File: config.mk
export PLATFORM = sky130hd
export DESIGN_NAME = lpc_partition
export DESIGN_NICKNAME = d
export VERILOG_FILES = /design/src/logic/lpc_pkg.sv /design/src/logic/lpc_partition.sv
export SDC_FILE = /design/constraint.sdc
export NUM_CORES = 1
export LEC_CHECK = 0
export BUFFER_PORTS_ARGS = -buffer_cell sky130_fd_sc_hd__buf_2
export CORE_MARGIN = 8
export CORE_UTILIZATION = 30
export CTS_CLUSTER_SIZE = 30
export DETAILED_ROUTE_END_ITERATION = 10
export GPL_ROUTABILITY_DRIVEN = 0
export PLACE_DENSITY_LB_ADDON = 0.1
export SLEW_MARGIN = 20
export SYNTH_ARGS = -nofsm -noshare
export SYNTH_HDL_FRONTEND = slang
export SYNTH_SLANG_ARGS = --single-unit
File: constraint.sdc
create_clock -name clk_in -period 18 [get_ports clk_in]
set_clock_uncertainty 0.2 [all_clocks]
set_input_delay 4.5 -clock clk_in [delete_from_list [all_inputs] [get_ports clk_in]]
set_output_delay 4.5 -clock clk_in [all_outputs]
set_load 0.05 [all_outputs]
File: src/logic/lpc_pkg.sv
// Package: constants and types for the level-2 partition and cacheability logic
package lpc_pkg;
  // Cache size modes (same encoding on both variants)
  typedef enum logic [2:0] {
    LPC_MODE_0 = 3'h0,
    LPC_MODE_1 = 3'h1,
    LPC_MODE_2 = 3'h2,
    LPC_MODE_3 = 3'h3,
    LPC_MODE_4 = 3'h4
  } lpc_mode_t;

  // Access routing decisions
  typedef enum logic [1:0] {
    LPC_ROUTE_SRAM    = 2'h0,
    LPC_ROUTE_L2      = 2'h1,
    LPC_ROUTE_L1_ONLY = 2'h2,
    LPC_ROUTE_DIRECT  = 2'h3
  } lpc_route_t;

  localparam int        LPC_ADDR_W        = 32;
  localparam int        LPC_REGION_SHIFT  = 24;        // 16 Mbyte regions
  localparam int        LPC_NUM_REGIONS   = 256;
  localparam int        LPC_IDX_W         = 8;
  localparam int        LPC_KB_W          = 11;        // Kbyte counts up to 1024
  localparam logic [2:0] LPC_MODE_RST     = 3'h0;      // All SRAM after reset
  localparam logic      LPC_CACHE_BIT_RST = 1'b0;      // Nothing cached after reset
  // First external region base and the bit it lands on per variant
  localparam logic [7:0] LPC_EXT_BASE_REGION  = 8'h80;
  localparam logic [7:0] LPC_SMALL_FIRST_IDX  = 8'h00;
  localparam logic [7:0] LPC_LARGE_FIRST_IDX  = 8'h80;
  // Small variant (64 Kbyte): cache Kbytes and ways per mode
  localparam logic [10:0] LPC_SMALL_TOTAL_KB  = 11'h040;
  localparam logic [10:0] LPC_SMALL_CACHE_KB [5] = '{11'h000, 11'h010, 11'h020, 11'h030, 11'h040};
  localparam logic [2:0]  LPC_SMALL_WAYS     [5] = '{3'h0, 3'h1, 3'h2, 3'h3, 3'h4};
  // Large variant (1024 Kbyte): always four ways when enabled
  localparam logic [10:0] LPC_LARGE_TOTAL_KB  = 11'h400;
  localparam logic [10:0] LPC_LARGE_CACHE_KB [5] = '{11'h000, 11'h020, 11'h040, 11'h080, 11'h100};
  localparam logic [2:0]  LPC_LARGE_WAYS     [5] = '{3'h0, 3'h4, 3'h4, 3'h4, 3'h4};
endpackage : lpc_pkg

File: src/logic/lpc_partition.sv
// Level-2 partition and external-region cacheability configuration and decode
// Function
// - Reset: cache off, all memory is SRAM
// - One cacheable bit per 16 Mbyte region
// - Reset clears every region cacheable bit
// - Cacheable region goes to L2, else L1
// - Noncacheable access passes directly, no allocation
// - L2 cache never holds on-chip SRAM addresses
// - Cache taken from top, SRAM from zero
// - Small variant ways: 1, 2, 3, 4
// - Small variant max mode: no SRAM
// - Large variant: 0/32/64/128/256 Kbyte cache sizes
// - Large variant cache is four ways
// - 80000000h region maps to bit 0/128
module lpc_partition
  import lpc_pkg::*;
#(
  parameter bit LARGE_VARIANT = 1'b0                   // 0: 64 Kbyte, 1: 1024 Kbyte
) (
  input  wire logic                         clk_in,          // 25 MHz clock
  input  wire logic                         sys_rst_in,      // Async reset, active high
  input  wire logic                         mode_wr_in,      // Write cache size mode
  input  wire logic [2:0]                   mode_data_in,    // Mode value 0..4
  input  wire logic                         bit_wr_in,       // Write one cacheable bit
  input  wire logic [lpc_pkg::LPC_IDX_W-1:0] bit_idx_in,     // Bit index
  input  wire logic                         bit_data_in,     // Bit value
  input  wire logic [lpc_pkg::LPC_IDX_W-1:0] rd_idx_in,      // Bit index to read back
  input  wire logic                         acc_valid_in,    // Core access request
  input  wire logic [lpc_pkg::LPC_ADDR_W-1:0] acc_addr_in,   // Core access address
  output logic      [2:0]                   mode_out,        // Current mode readback
  output logic                              rd_bit_out,      // Read-back cacheable bit
  output logic      [lpc_pkg::LPC_KB_W-1:0] sram_kb_out,     // Addressable SRAM Kbytes
  output logic      [lpc_pkg::LPC_KB_W-1:0] cache_kb_out,    // Cache Kbytes
  output logic      [2:0]                   ways_out,        // Cache ways, 0 when off
  output logic                              cache_en_out,    // L2 cache enabled
  output logic                              route_valid_out, // Route result valid
  output logic      [1:0]                   route_out        // lpc_route_t decision
);
  import lpc_pkg::*;

  localparam logic [LPC_KB_W-1:0] TOTAL_KB = LARGE_VARIANT ? LPC_LARGE_TOTAL_KB : LPC_SMALL_TOTAL_KB;
  localparam logic [LPC_IDX_W-1:0] FIRST_IDX = LARGE_VARIANT ? LPC_LARGE_FIRST_IDX : LPC_SMALL_FIRST_IDX;

  // Cache Kbytes for a mode
  function automatic logic [LPC_KB_W-1:0] cache_kb_f(input logic [2:0] m);
    cache_kb_f = LARGE_VARIANT ? LPC_LARGE_CACHE_KB[m] : LPC_SMALL_CACHE_KB[m];
  endfunction

  // Way count for a mode
  function automatic logic [2:0] ways_f(input logic [2:0] m);
    ways_f = LARGE_VARIANT ? LPC_LARGE_WAYS[m] : LPC_SMALL_WAYS[m];
  endfunction

  // Region bit index for an external address
  function automatic logic [LPC_IDX_W-1:0] region_idx_f(input logic [LPC_ADDR_W-1:0] a);
    logic [LPC_IDX_W-1:0] reg_no;
    reg_no = a[LPC_ADDR_W-1:LPC_REGION_SHIFT];
    region_idx_f = reg_no - LPC_EXT_BASE_REGION + FIRST_IDX;
  endfunction

  logic [2:0]                 mode_reg,  mode_next;
  logic [LPC_NUM_REGIONS-1:0] bits_reg,  bits_next;
  logic [LPC_KB_W-1:0]        sram_kb_reg, sram_kb_next;
  logic [LPC_KB_W-1:0]        cache_kb_reg, cache_kb_next;
  logic [2:0]                 ways_reg,  ways_next;
  logic                       rd_bit_reg, rd_bit_next;
  logic                       rvalid_reg, rvalid_next;
  logic [1:0]                 route_reg, route_next;
  logic                       cache_en_reg, cache_en_next;

  // Configuration next state
  always_comb begin
    mode_next = mode_reg;
    bits_next = bits_reg;
    if (mode_wr_in && mode_data_in <= 3'(LPC_MODE_4)) begin
      mode_next = mode_data_in;
    end
    if (bit_wr_in) begin
      bits_next[bit_idx_in] = bit_data_in;
    end
  end

  // Configuration registers
  always_ff @(posedge clk_in or posedge sys_rst_in) begin
    if (sys_rst_in) begin
      mode_reg <= LPC_MODE_RST;
      bits_reg <= {LPC_NUM_REGIONS{LPC_CACHE_BIT_RST}};
    end else begin
      mode_reg <= mode_next;
      bits_reg <= bits_next;
    end
  end

  // Partition derived from the current mode
  always_comb begin
    cache_kb_next = cache_kb_f(mode_reg);
    sram_kb_next  = TOTAL_KB - cache_kb_f(mode_reg);
    ways_next     = ways_f(mode_reg);
    cache_en_next = (cache_kb_f(mode_reg) != '0);
    rd_bit_next   = bits_reg[rd_idx_in];
  end

  // Access route decode
  always_comb begin
    rvalid_next = acc_valid_in;
    route_next  = LPC_ROUTE_DIRECT;
    if (acc_addr_in[LPC_ADDR_W-1:LPC_REGION_SHIFT] < LPC_EXT_BASE_REGION) begin
      route_next = LPC_ROUTE_SRAM;
    end else if (bits_reg[region_idx_f(acc_addr_in)]) begin
      route_next = (cache_kb_reg != '0) ? LPC_ROUTE_L2 : LPC_ROUTE_L1_ONLY;
    end else begin
      route_next = LPC_ROUTE_DIRECT;
    end
  end

  // Output registers
  always_ff @(posedge clk_in or posedge sys_rst_in) begin
    if (sys_rst_in) begin
      sram_kb_reg  <= TOTAL_KB;
      cache_kb_reg <= '0;
      ways_reg     <= 3'h0;
      cache_en_reg <= 1'b0;
      rd_bit_reg   <= 1'b0;
      rvalid_reg   <= 1'b0;
      route_reg    <= LPC_ROUTE_DIRECT;
    end else begin
      sram_kb_reg  <= sram_kb_next;
      cache_kb_reg <= cache_kb_next;
      ways_reg     <= ways_next;
      cache_en_reg <= cache_en_next;
      rd_bit_reg   <= rd_bit_next;
      rvalid_reg   <= rvalid_next;
      route_reg    <= route_next;
    end
  end

  assign mode_out        = mode_reg;
  assign rd_bit_out      = rd_bit_reg;
  assign sram_kb_out     = sram_kb_reg;
  assign cache_kb_out    = cache_kb_reg;
  assign ways_out        = ways_reg;
  assign cache_en_out    = cache_en_reg;
  assign route_valid_out = rvalid_reg;
  assign route_out       = route_reg;

  // Assertions
  property p_reset_sram;
    @(posedge clk_in) $fell(sys_rst_in) |-> (sram_kb_out == TOTAL_KB) && !cache_en_out;
  endproperty
  a_reset_sram: assert property (p_reset_sram) else $error("SRAM not full after reset");

  property p_bit_write;
    @(posedge clk_in) disable iff (sys_rst_in)
      bit_wr_in && !(rd_idx_in != bit_idx_in) ##1 (rd_idx_in == $past(bit_idx_in))
      |=> rd_bit_out == $past(bit_data_in, 2);
  endproperty
  a_bit_write: assert property (p_bit_write) else $error("Region bit readback wrong");

  property p_reset_clear;
    @(posedge clk_in) $fell(sys_rst_in) |-> (route_valid_out == 1'b0) && (bits_reg == '0);
  endproperty
  a_reset_clear: assert property (p_reset_clear) else $error("Region bits not cleared");

  property p_direct;
    @(posedge clk_in) disable iff (sys_rst_in)
      acc_valid_in && acc_addr_in[31:24] >= 8'h80 && !bits_reg[region_idx_f(acc_addr_in)]
      |=> route_out == LPC_ROUTE_DIRECT;
  endproperty
  a_direct: assert property (p_direct) else $error("Noncacheable not direct");

  property p_onchip;
    @(posedge clk_in) disable iff (sys_rst_in)
      acc_valid_in && acc_addr_in[31:24] < 8'h80 |=> route_out == LPC_ROUTE_SRAM;
  endproperty
  a_onchip: assert property (p_onchip) else $error("On-chip routed to cache");

  property p_split;
    @(posedge clk_in) disable iff (sys_rst_in) sram_kb_out + cache_kb_out == TOTAL_KB;
  endproperty
  a_split: assert property (p_split) else $error("Partition does not sum");

  property p_ways;
    @(posedge clk_in) disable iff (sys_rst_in)
      mode_wr_in && mode_data_in == 3'h2 |=> ##1 ways_out == (LARGE_VARIANT ? 3'h4 : 3'h2);
  endproperty
  a_ways: assert property (p_ways) else $error("Way count wrong");

  property p_apply;
    @(posedge clk_in) disable iff (sys_rst_in)
      mode_wr_in && mode_data_in <= 3'h4 |=> mode_out == $past(mode_data_in);
  endproperty
  a_apply: assert property (p_apply) else $error("Mode write not applied");

  // Out-of-range mode writes leave the mode alone
  property p_refuse;
    @(posedge clk_in) disable iff (sys_rst_in)
      mode_wr_in && mode_data_in > 3'h4 |=> $stable(mode_out);
  endproperty
  a_refuse: assert property (p_refuse) else $error("Illegal mode accepted");

  // Cacheable external access goes to a cache level
  property p_cacheable;
    @(posedge clk_in) disable iff (sys_rst_in)
      acc_valid_in && acc_addr_in[31:24] >= 8'h80 && bits_reg[region_idx_f(acc_addr_in)]
      |=> route_out == ($past(cache_en_out) ? LPC_ROUTE_L2 : LPC_ROUTE_L1_ONLY);
  endproperty
  a_cacheable: assert property (p_cacheable) else $error("Cacheable access misrouted");

  // First external region uses the variant's first bit
  property p_first_idx;
    @(posedge clk_in) disable iff (sys_rst_in)
      acc_valid_in && acc_addr_in[31:24] == 8'h80 && bits_reg[FIRST_IDX]
      |=> route_out != LPC_ROUTE_DIRECT;
  endproperty
  a_first_idx: assert property (p_first_idx) else $error("First region bit not used");

  // Maximum small-variant mode leaves no SRAM
  property p_no_sram;
    @(posedge clk_in) disable iff (sys_rst_in)
      (LARGE_VARIANT == 1'b0) && mode_out == 3'h4 |=> sram_kb_out == 11'h000;
  endproperty
  a_no_sram: assert property (p_no_sram) else $error("SRAM left in max mode");

  // Small variant way count follows the size
  property p_small_ways;
    @(posedge clk_in) disable iff (sys_rst_in)
      (LARGE_VARIANT == 1'b0) && mode_out >= 3'h2 |=> ways_out == $past(mode_out);
  endproperty
  a_small_ways: assert property (p_small_ways) else $error("Small way count wrong");

  // Large variant is always four ways when on
  property p_large_ways;
    @(posedge clk_in) disable iff (sys_rst_in)
      (LARGE_VARIANT == 1'b1) && mode_out != 3'h0 |=> ways_out == 3'h4;
  endproperty
  a_large_ways: assert property (p_large_ways) else $error("Large way count wrong");

  // Smallest small-variant cache is 16 Kbytes
  property p_small_16;
    @(posedge clk_in) disable iff (sys_rst_in)
      (LARGE_VARIANT == 1'b0) && mode_out == 3'h1 |=> cache_kb_out == 11'h010;
  endproperty
  a_small_16: assert property (p_small_16) else $error("Small 16K size wrong");

  // Smallest large-variant cache is 32 Kbytes
  property p_large_32;
    @(posedge clk_in) disable iff (sys_rst_in)
      (LARGE_VARIANT == 1'b1) && mode_out == 3'h1 |=> cache_kb_out == 11'h020;
  endproperty
  a_large_32: assert property (p_large_32) else $error("Large 32K size wrong");

  // Large 128 Kbyte cache leaves 896 Kbytes of SRAM
  property p_large_sram;
    @(posedge clk_in) disable iff (sys_rst_in)
      (LARGE_VARIANT == 1'b1) && mode_out == 3'h3 |=> sram_kb_out == 11'h380;
  endproperty
  a_large_sram: assert property (p_large_sram) else $error("Large SRAM size wrong");

  // Way count is zero right after reset
  property p_reset_ways;
    @(posedge clk_in) $fell(sys_rst_in) |-> (ways_out == 3'h0) && (mode_out == 3'h0);
  endproperty
  a_reset_ways: assert property (p_reset_ways) else $error("Ways not zero after reset");

  // Enable flag tracks a nonzero cache size
  property p_enable;
    @(posedge clk_in) disable iff (sys_rst_in)
      cache_en_out == (cache_kb_out != 11'h000);
  endproperty
  a_enable: assert property (p_enable) else $error("Enable flag disagrees with size");
endmodule // lpc_partition

# Yosys cells after proc, flatten, opt, wreduce, memory -nomap -nowiden
# Memories as Yosys holds them, arrays and structs flattened. A register that Yosys moved wholly into a read port is not among the register bits.
# Index checks and enable logic that the tools add are counted.
# word_totals
regBits,286
mem_bits_ro,112
elab_cells,36
memories,2
# op_classes
n_addsub,2
n_lt_le_gt_ge,7
n_mux,12
n_bitwise,1
n_reduce_logical,4
# mem_list
name,words,word_bits,rd,rd_clocked_by_memory_dff,write_ports,line_no,text
(name not given),8,11,1,0,0,lpc_partition.sv:46,cache_kb_f = LARGE_VARIANT ? LPC_LARGE_CACHE_KB[m] : LPC_SMALL_CACHE_KB[m];
(name not given),8,3,1,1,0,lpc_partition.sv:51,ways_f = LARGE_VARIANT ? LPC_LARGE_WAYS[m] : LPC_SMALL_WAYS[m];
# ops
cell,n
$bwmux W256,1
$lt A8 B9 Y1 const B,3
$mux W11,2
$reduce_bool A11 Y1,2
$bmux W1 S8,2
$sub A7 B11 Y11 const A,1
$demux W1 S8,1
$ge A8 B1 Y1 const B,1
$lt A8 B8 Y1 const B,1
$sub A8 B8 Y8 const B,1
$mux W2,3
$ge A4 B4 Y1 const B,1
$not A3 Y4,1
$le A3 B3 Y1 const B,1
$mux W1,3
$logic_and A1 B1 Y1,2

# Logic depth before layout (Yosys ltp)
# depth
ltp_word,5
mapped_depth,9
depth_no_buf,6

# Least setup slack after synthesis
# OpenSTA, ideal clock, no wires.
# synth_path
path_kind,input to register
start,in acc_addr_in[24] (netlist bit)
end,"reg route_reg[0], in the netlist route_out[0]"
arrival_time_ns,6.419
required_time_ns,17.728
slack_ns,11.309
cell_stages,8
path_cell_list,buf_6 -> buf_12 -> mux4_1 -> mux2_2 -> mux4_2 -> a211oi_1 -> o221ai_1 -> o21ai_1
# synth_via
elab_chain_cells,5
word_cells_on_any_way,6
classes_between,1 x add/sub; 1 x order compare; 4 x mux
# synth_lines
item,line_no,text
"start, declared",lpc_partition.sv:29,"input wire logic [lpc_pkg::LPC_ADDR_W-1:0] acc_addr_in,"
$sub A8 B8 Y8,lpc_partition.sv:58,region_idx_f = reg_no - LPC_EXT_BASE_REGION + FIRST_IDX;
$bmux W1 S8,lpc_partition.sv:109,end else if (bits_reg[region_idx_f(acc_addr_in)]) begin
$mux W1 (not written as such),lpc_partition.sv:109,
$mux W2,lpc_partition.sv:109,
$mux W2 *,lpc_partition.sv:107,if (acc_addr_in[LPC_ADDR_W-1:LPC_REGION_SHIFT] < LPC_EXT_BASE_REGION) begin
via route_next[0],lpc_partition.sv:68,"logic [1:0] route_reg, route_next;"
"end signal, assigned",lpc_partition.sv:133,route_reg <= route_next;
"end, declared",lpc_partition.sv:68,
# The timed path passes the listed nets; every way through them passes the cells marked *. The select of a mux whose other input is x is not followed.
# A chain may end at the register's enable or synchronous reset.

# Worst setup path after layout
# layout_path
start,in rd_idx_in[1] (netlist bit)
end,"reg rd_bit_reg, in the netlist rd_bit_out"
# layout_via
elab_chain_cells,2
# layout_lines
item,line_no,text
"start, declared",lpc_partition.sv:27,"input wire logic [lpc_pkg::LPC_IDX_W-1:0] rd_idx_in,"
$bmux W1 S8,lpc_partition.sv:100,rd_bit_next = bits_reg[rd_idx_in];
$mux W1 (not written as such),lpc_partition.sv:100,
via rd_bit_next,lpc_partition.sv:66,"logic rd_bit_reg, rd_bit_next;"
"end signal, assigned",lpc_partition.sv:131,rd_bit_reg <= rd_bit_next;
"end, declared",lpc_partition.sv:66,
# The timed path passes the listed nets, and every way through them passes these cells. The select of a mux whose other input is x is not followed.

==> metrics.cfg <==
[run_status]
status=finished clean

[global_routing]
grt.total_usage=0.167
grt_pass1_wl_mm=71.5
gr-total-overflow=0
antenna_found_initial=5
grt_pass1_vias=10557
grt_max_degree=148

[finish]
seqCellArea_mm2=0.00679
most-common-layout-cells=dfrtp_1 (268), mux2_2 (265), nand2_1 (262)
syn_to_final_growth_pct=13.0
multiInputGateArea_mm2=0.00746
drive_gt1_frac=0.351
final.fill_count=4931
mostFrequentLayoutCell=dfrtp_1
largest_reg_flops=256
layout.nets=1345

[logic_synthesis]
synth_cells=1301
synth_seq_cells=271
ys_types=44
synth.area.top_cells=dfrtp_1 (45%), mux2_2 (20%), mux4_2 (7.7%)
syn_area_per_cell_um2=11.4
ys.warnings.count=0
async_flop_share=1.00
synth_top_area_cell=dfrtp_1
synth_ff_type=dfrtp_1
yosysSeqAreaShare=0.457
synth_edf_count=0
yosys.area.top_type_share=0.451
syn_area_mm2=0.0149

[clock_network]
ctsHoldBuffers=0
clkTransAtPathRegs_ns=0.06
cts_resized=0
clk_root_buffer_cell=clkbuf_16
h-tree-depth=2
cts_tree=yes
postCtsSetupBuffers=0
numClockSinks=271
clock_path_buffers=3
worstSkewPairLatency_ns=0.56
cts_buffers=36

[critical_path]
crit_chain=buf_4 > buf_4 > mux2i_1 > o22ai_1 > nor4_1 > nor2_1 > o2111ai_1 > a32oi_1
path_class=in2reg
slowest_delay_ns=0.80
crit_required_ns=18.21
crit_fanout=42
setup.worst_path.start=rd_idx_in[1]
crit_path_frequent_cell=buf_4
crit_path_end_kind=flop
r2r-start=bits_reg[42]
slowest_stage=nor4_1
path_buf_inv=2
worst_ep_arrival_time_ns=7.67
crit_family=buffers and inverters
crit_path_start_kind=input pin

[route]
drc=0
drt_first_iter_violations=672
avgRoutedWirePerCell_um=24.0
num_vias=10072
totalWireLength_mm=47.5
vias_per_cell=5.09
antenna_left=0
dr.pass1.iters=5

[timing]
hold_violations=0
period_share=0.414
fmax_mhz=134
max_slew_margin=0.235
worst_slew_pin_slew_ns=1.15
period_needed_ns=7.46
finalSetupViolCount=0
maxSlewViolCount=0
rsz0062_at_grt=no
tns_ns=0

[power_and_ir_drop]
total_power_mw=1.59
intPower_mw=1.16
comb_power_share=0.116
pwr_density_cell_mw_per_mm2=94.8
clkPwrFrac=0.469
pwr-share-seq=0.415
sw_frac_of_total=0.271
vdd_drop_max_mv=0.0497
p_sw_mw=0.433
p_leak_nw=7.59

[min_path]
min_from=mode_out[2]
hold_path_class=reg2reg

[floorplanning]
coreArea_mm2=0.0490
row_count=81
dieHeight_um=239
die_w_um=239
initial_core_util=0.304
pin_count=90
floorplan.die_area_mm2=0.0569

[placement]
dpl.hpwl_mm=27.9
io_buffers=53

[run]
drv_cap=0

-- power by group through the flow --
stage | clock [mW] | combinational (mW) | sequential [mW]
2_1_floorplan | 0 | 0.121 | 0.684
3_3_place_gp | 0 | 0.186 | 0.671
3_5_place_dp | 0 | 0.187 | 0.672
4_1_cts | 0.772 | 0.188 | 0.661
5_1_grt | 0.792 | 0.199 | 0.666
6_report | 0.748 | 0.185 | 0.661
-- stage by stage --
stage               cell area (um2)  utilization  setup WS [ns]  std cells  hold slack (ns)
global placement              15600        0.318           9.97       1911            0.282
detailed placement            15600        0.318           9.97       1911            0.278
finish                        16800        0.343          10.54       1977            0.276
CTS                           16800        0.343          10.59       1974            0.287
global route                  16800        0.343          10.43       1975            0.312
floorplan                     14900            -           5.84       1313            0.220
-- area by class of cell --
class	instances	area share
Tap cell	664	0.0494
Sequential cell	271	0.404
Inverter	16	0.00402
Clock buffer	55	0.0663
Clock inverter	8	0.00618
Multi-Input combinational cell	888	0.444
Antenna cell	3	0.000447
Timing Repair Buffer	72	0.0257
-- routing by layer --
metal | track usage | share of wire
met1 | 0.228 | 0.47
met2 | 0.266 | 0.46
met3 | 0.0322 | 0.043
met4 | 0.0489 | 0.025
met5 | 0 | 0.00053
-- Yosys cell counts, types with 4 or more instances --
cell	n
dfrtp_1	268
mux2_2	265
nand2_1	262
clkbuf_1	95
mux2i_1	81
nor2_1	56
mux4_2	51
o22ai_1	30
buf_4	19
buf_2	17
and3_1	16
inv_1	16
a221oi_1	11
nor3_1	11
nor2b_1	10
mux4_1	9
nand2b_1	9
a31oi_1	8
o21ai_0	7
buf_1	5
nor4_1	5
and2_1	4
nand3_1	4
nand3b_1	4
o211ai_1	4
-- kinds of logic after synthesis --
logic type	after synthesis	share of synthesized area
mux	406	0.349
compound gates	78	0.0361
other cells	1	0.000252
buf+inv	154	0.0467
fa+ha+maj	3	0.00253
simple gates	388	0.109
flops	271	0.457
-- final timing paths --
check,endpoint,slack (ns),cells past startpoint
max in group asynchronous,bits_reg[70],12.23,3
setup reg to reg,route_out[0],15.36,6
min in group asynchronous,sram_kb_out[9],3.91,2
setup / recovery,rd_bit_out,10.54,8
hold / removal,cache_kb_out[6],0.28,0
hold reg to reg,cache_kb_out[6],0.28,0
(Power assumes the default switching activity.)
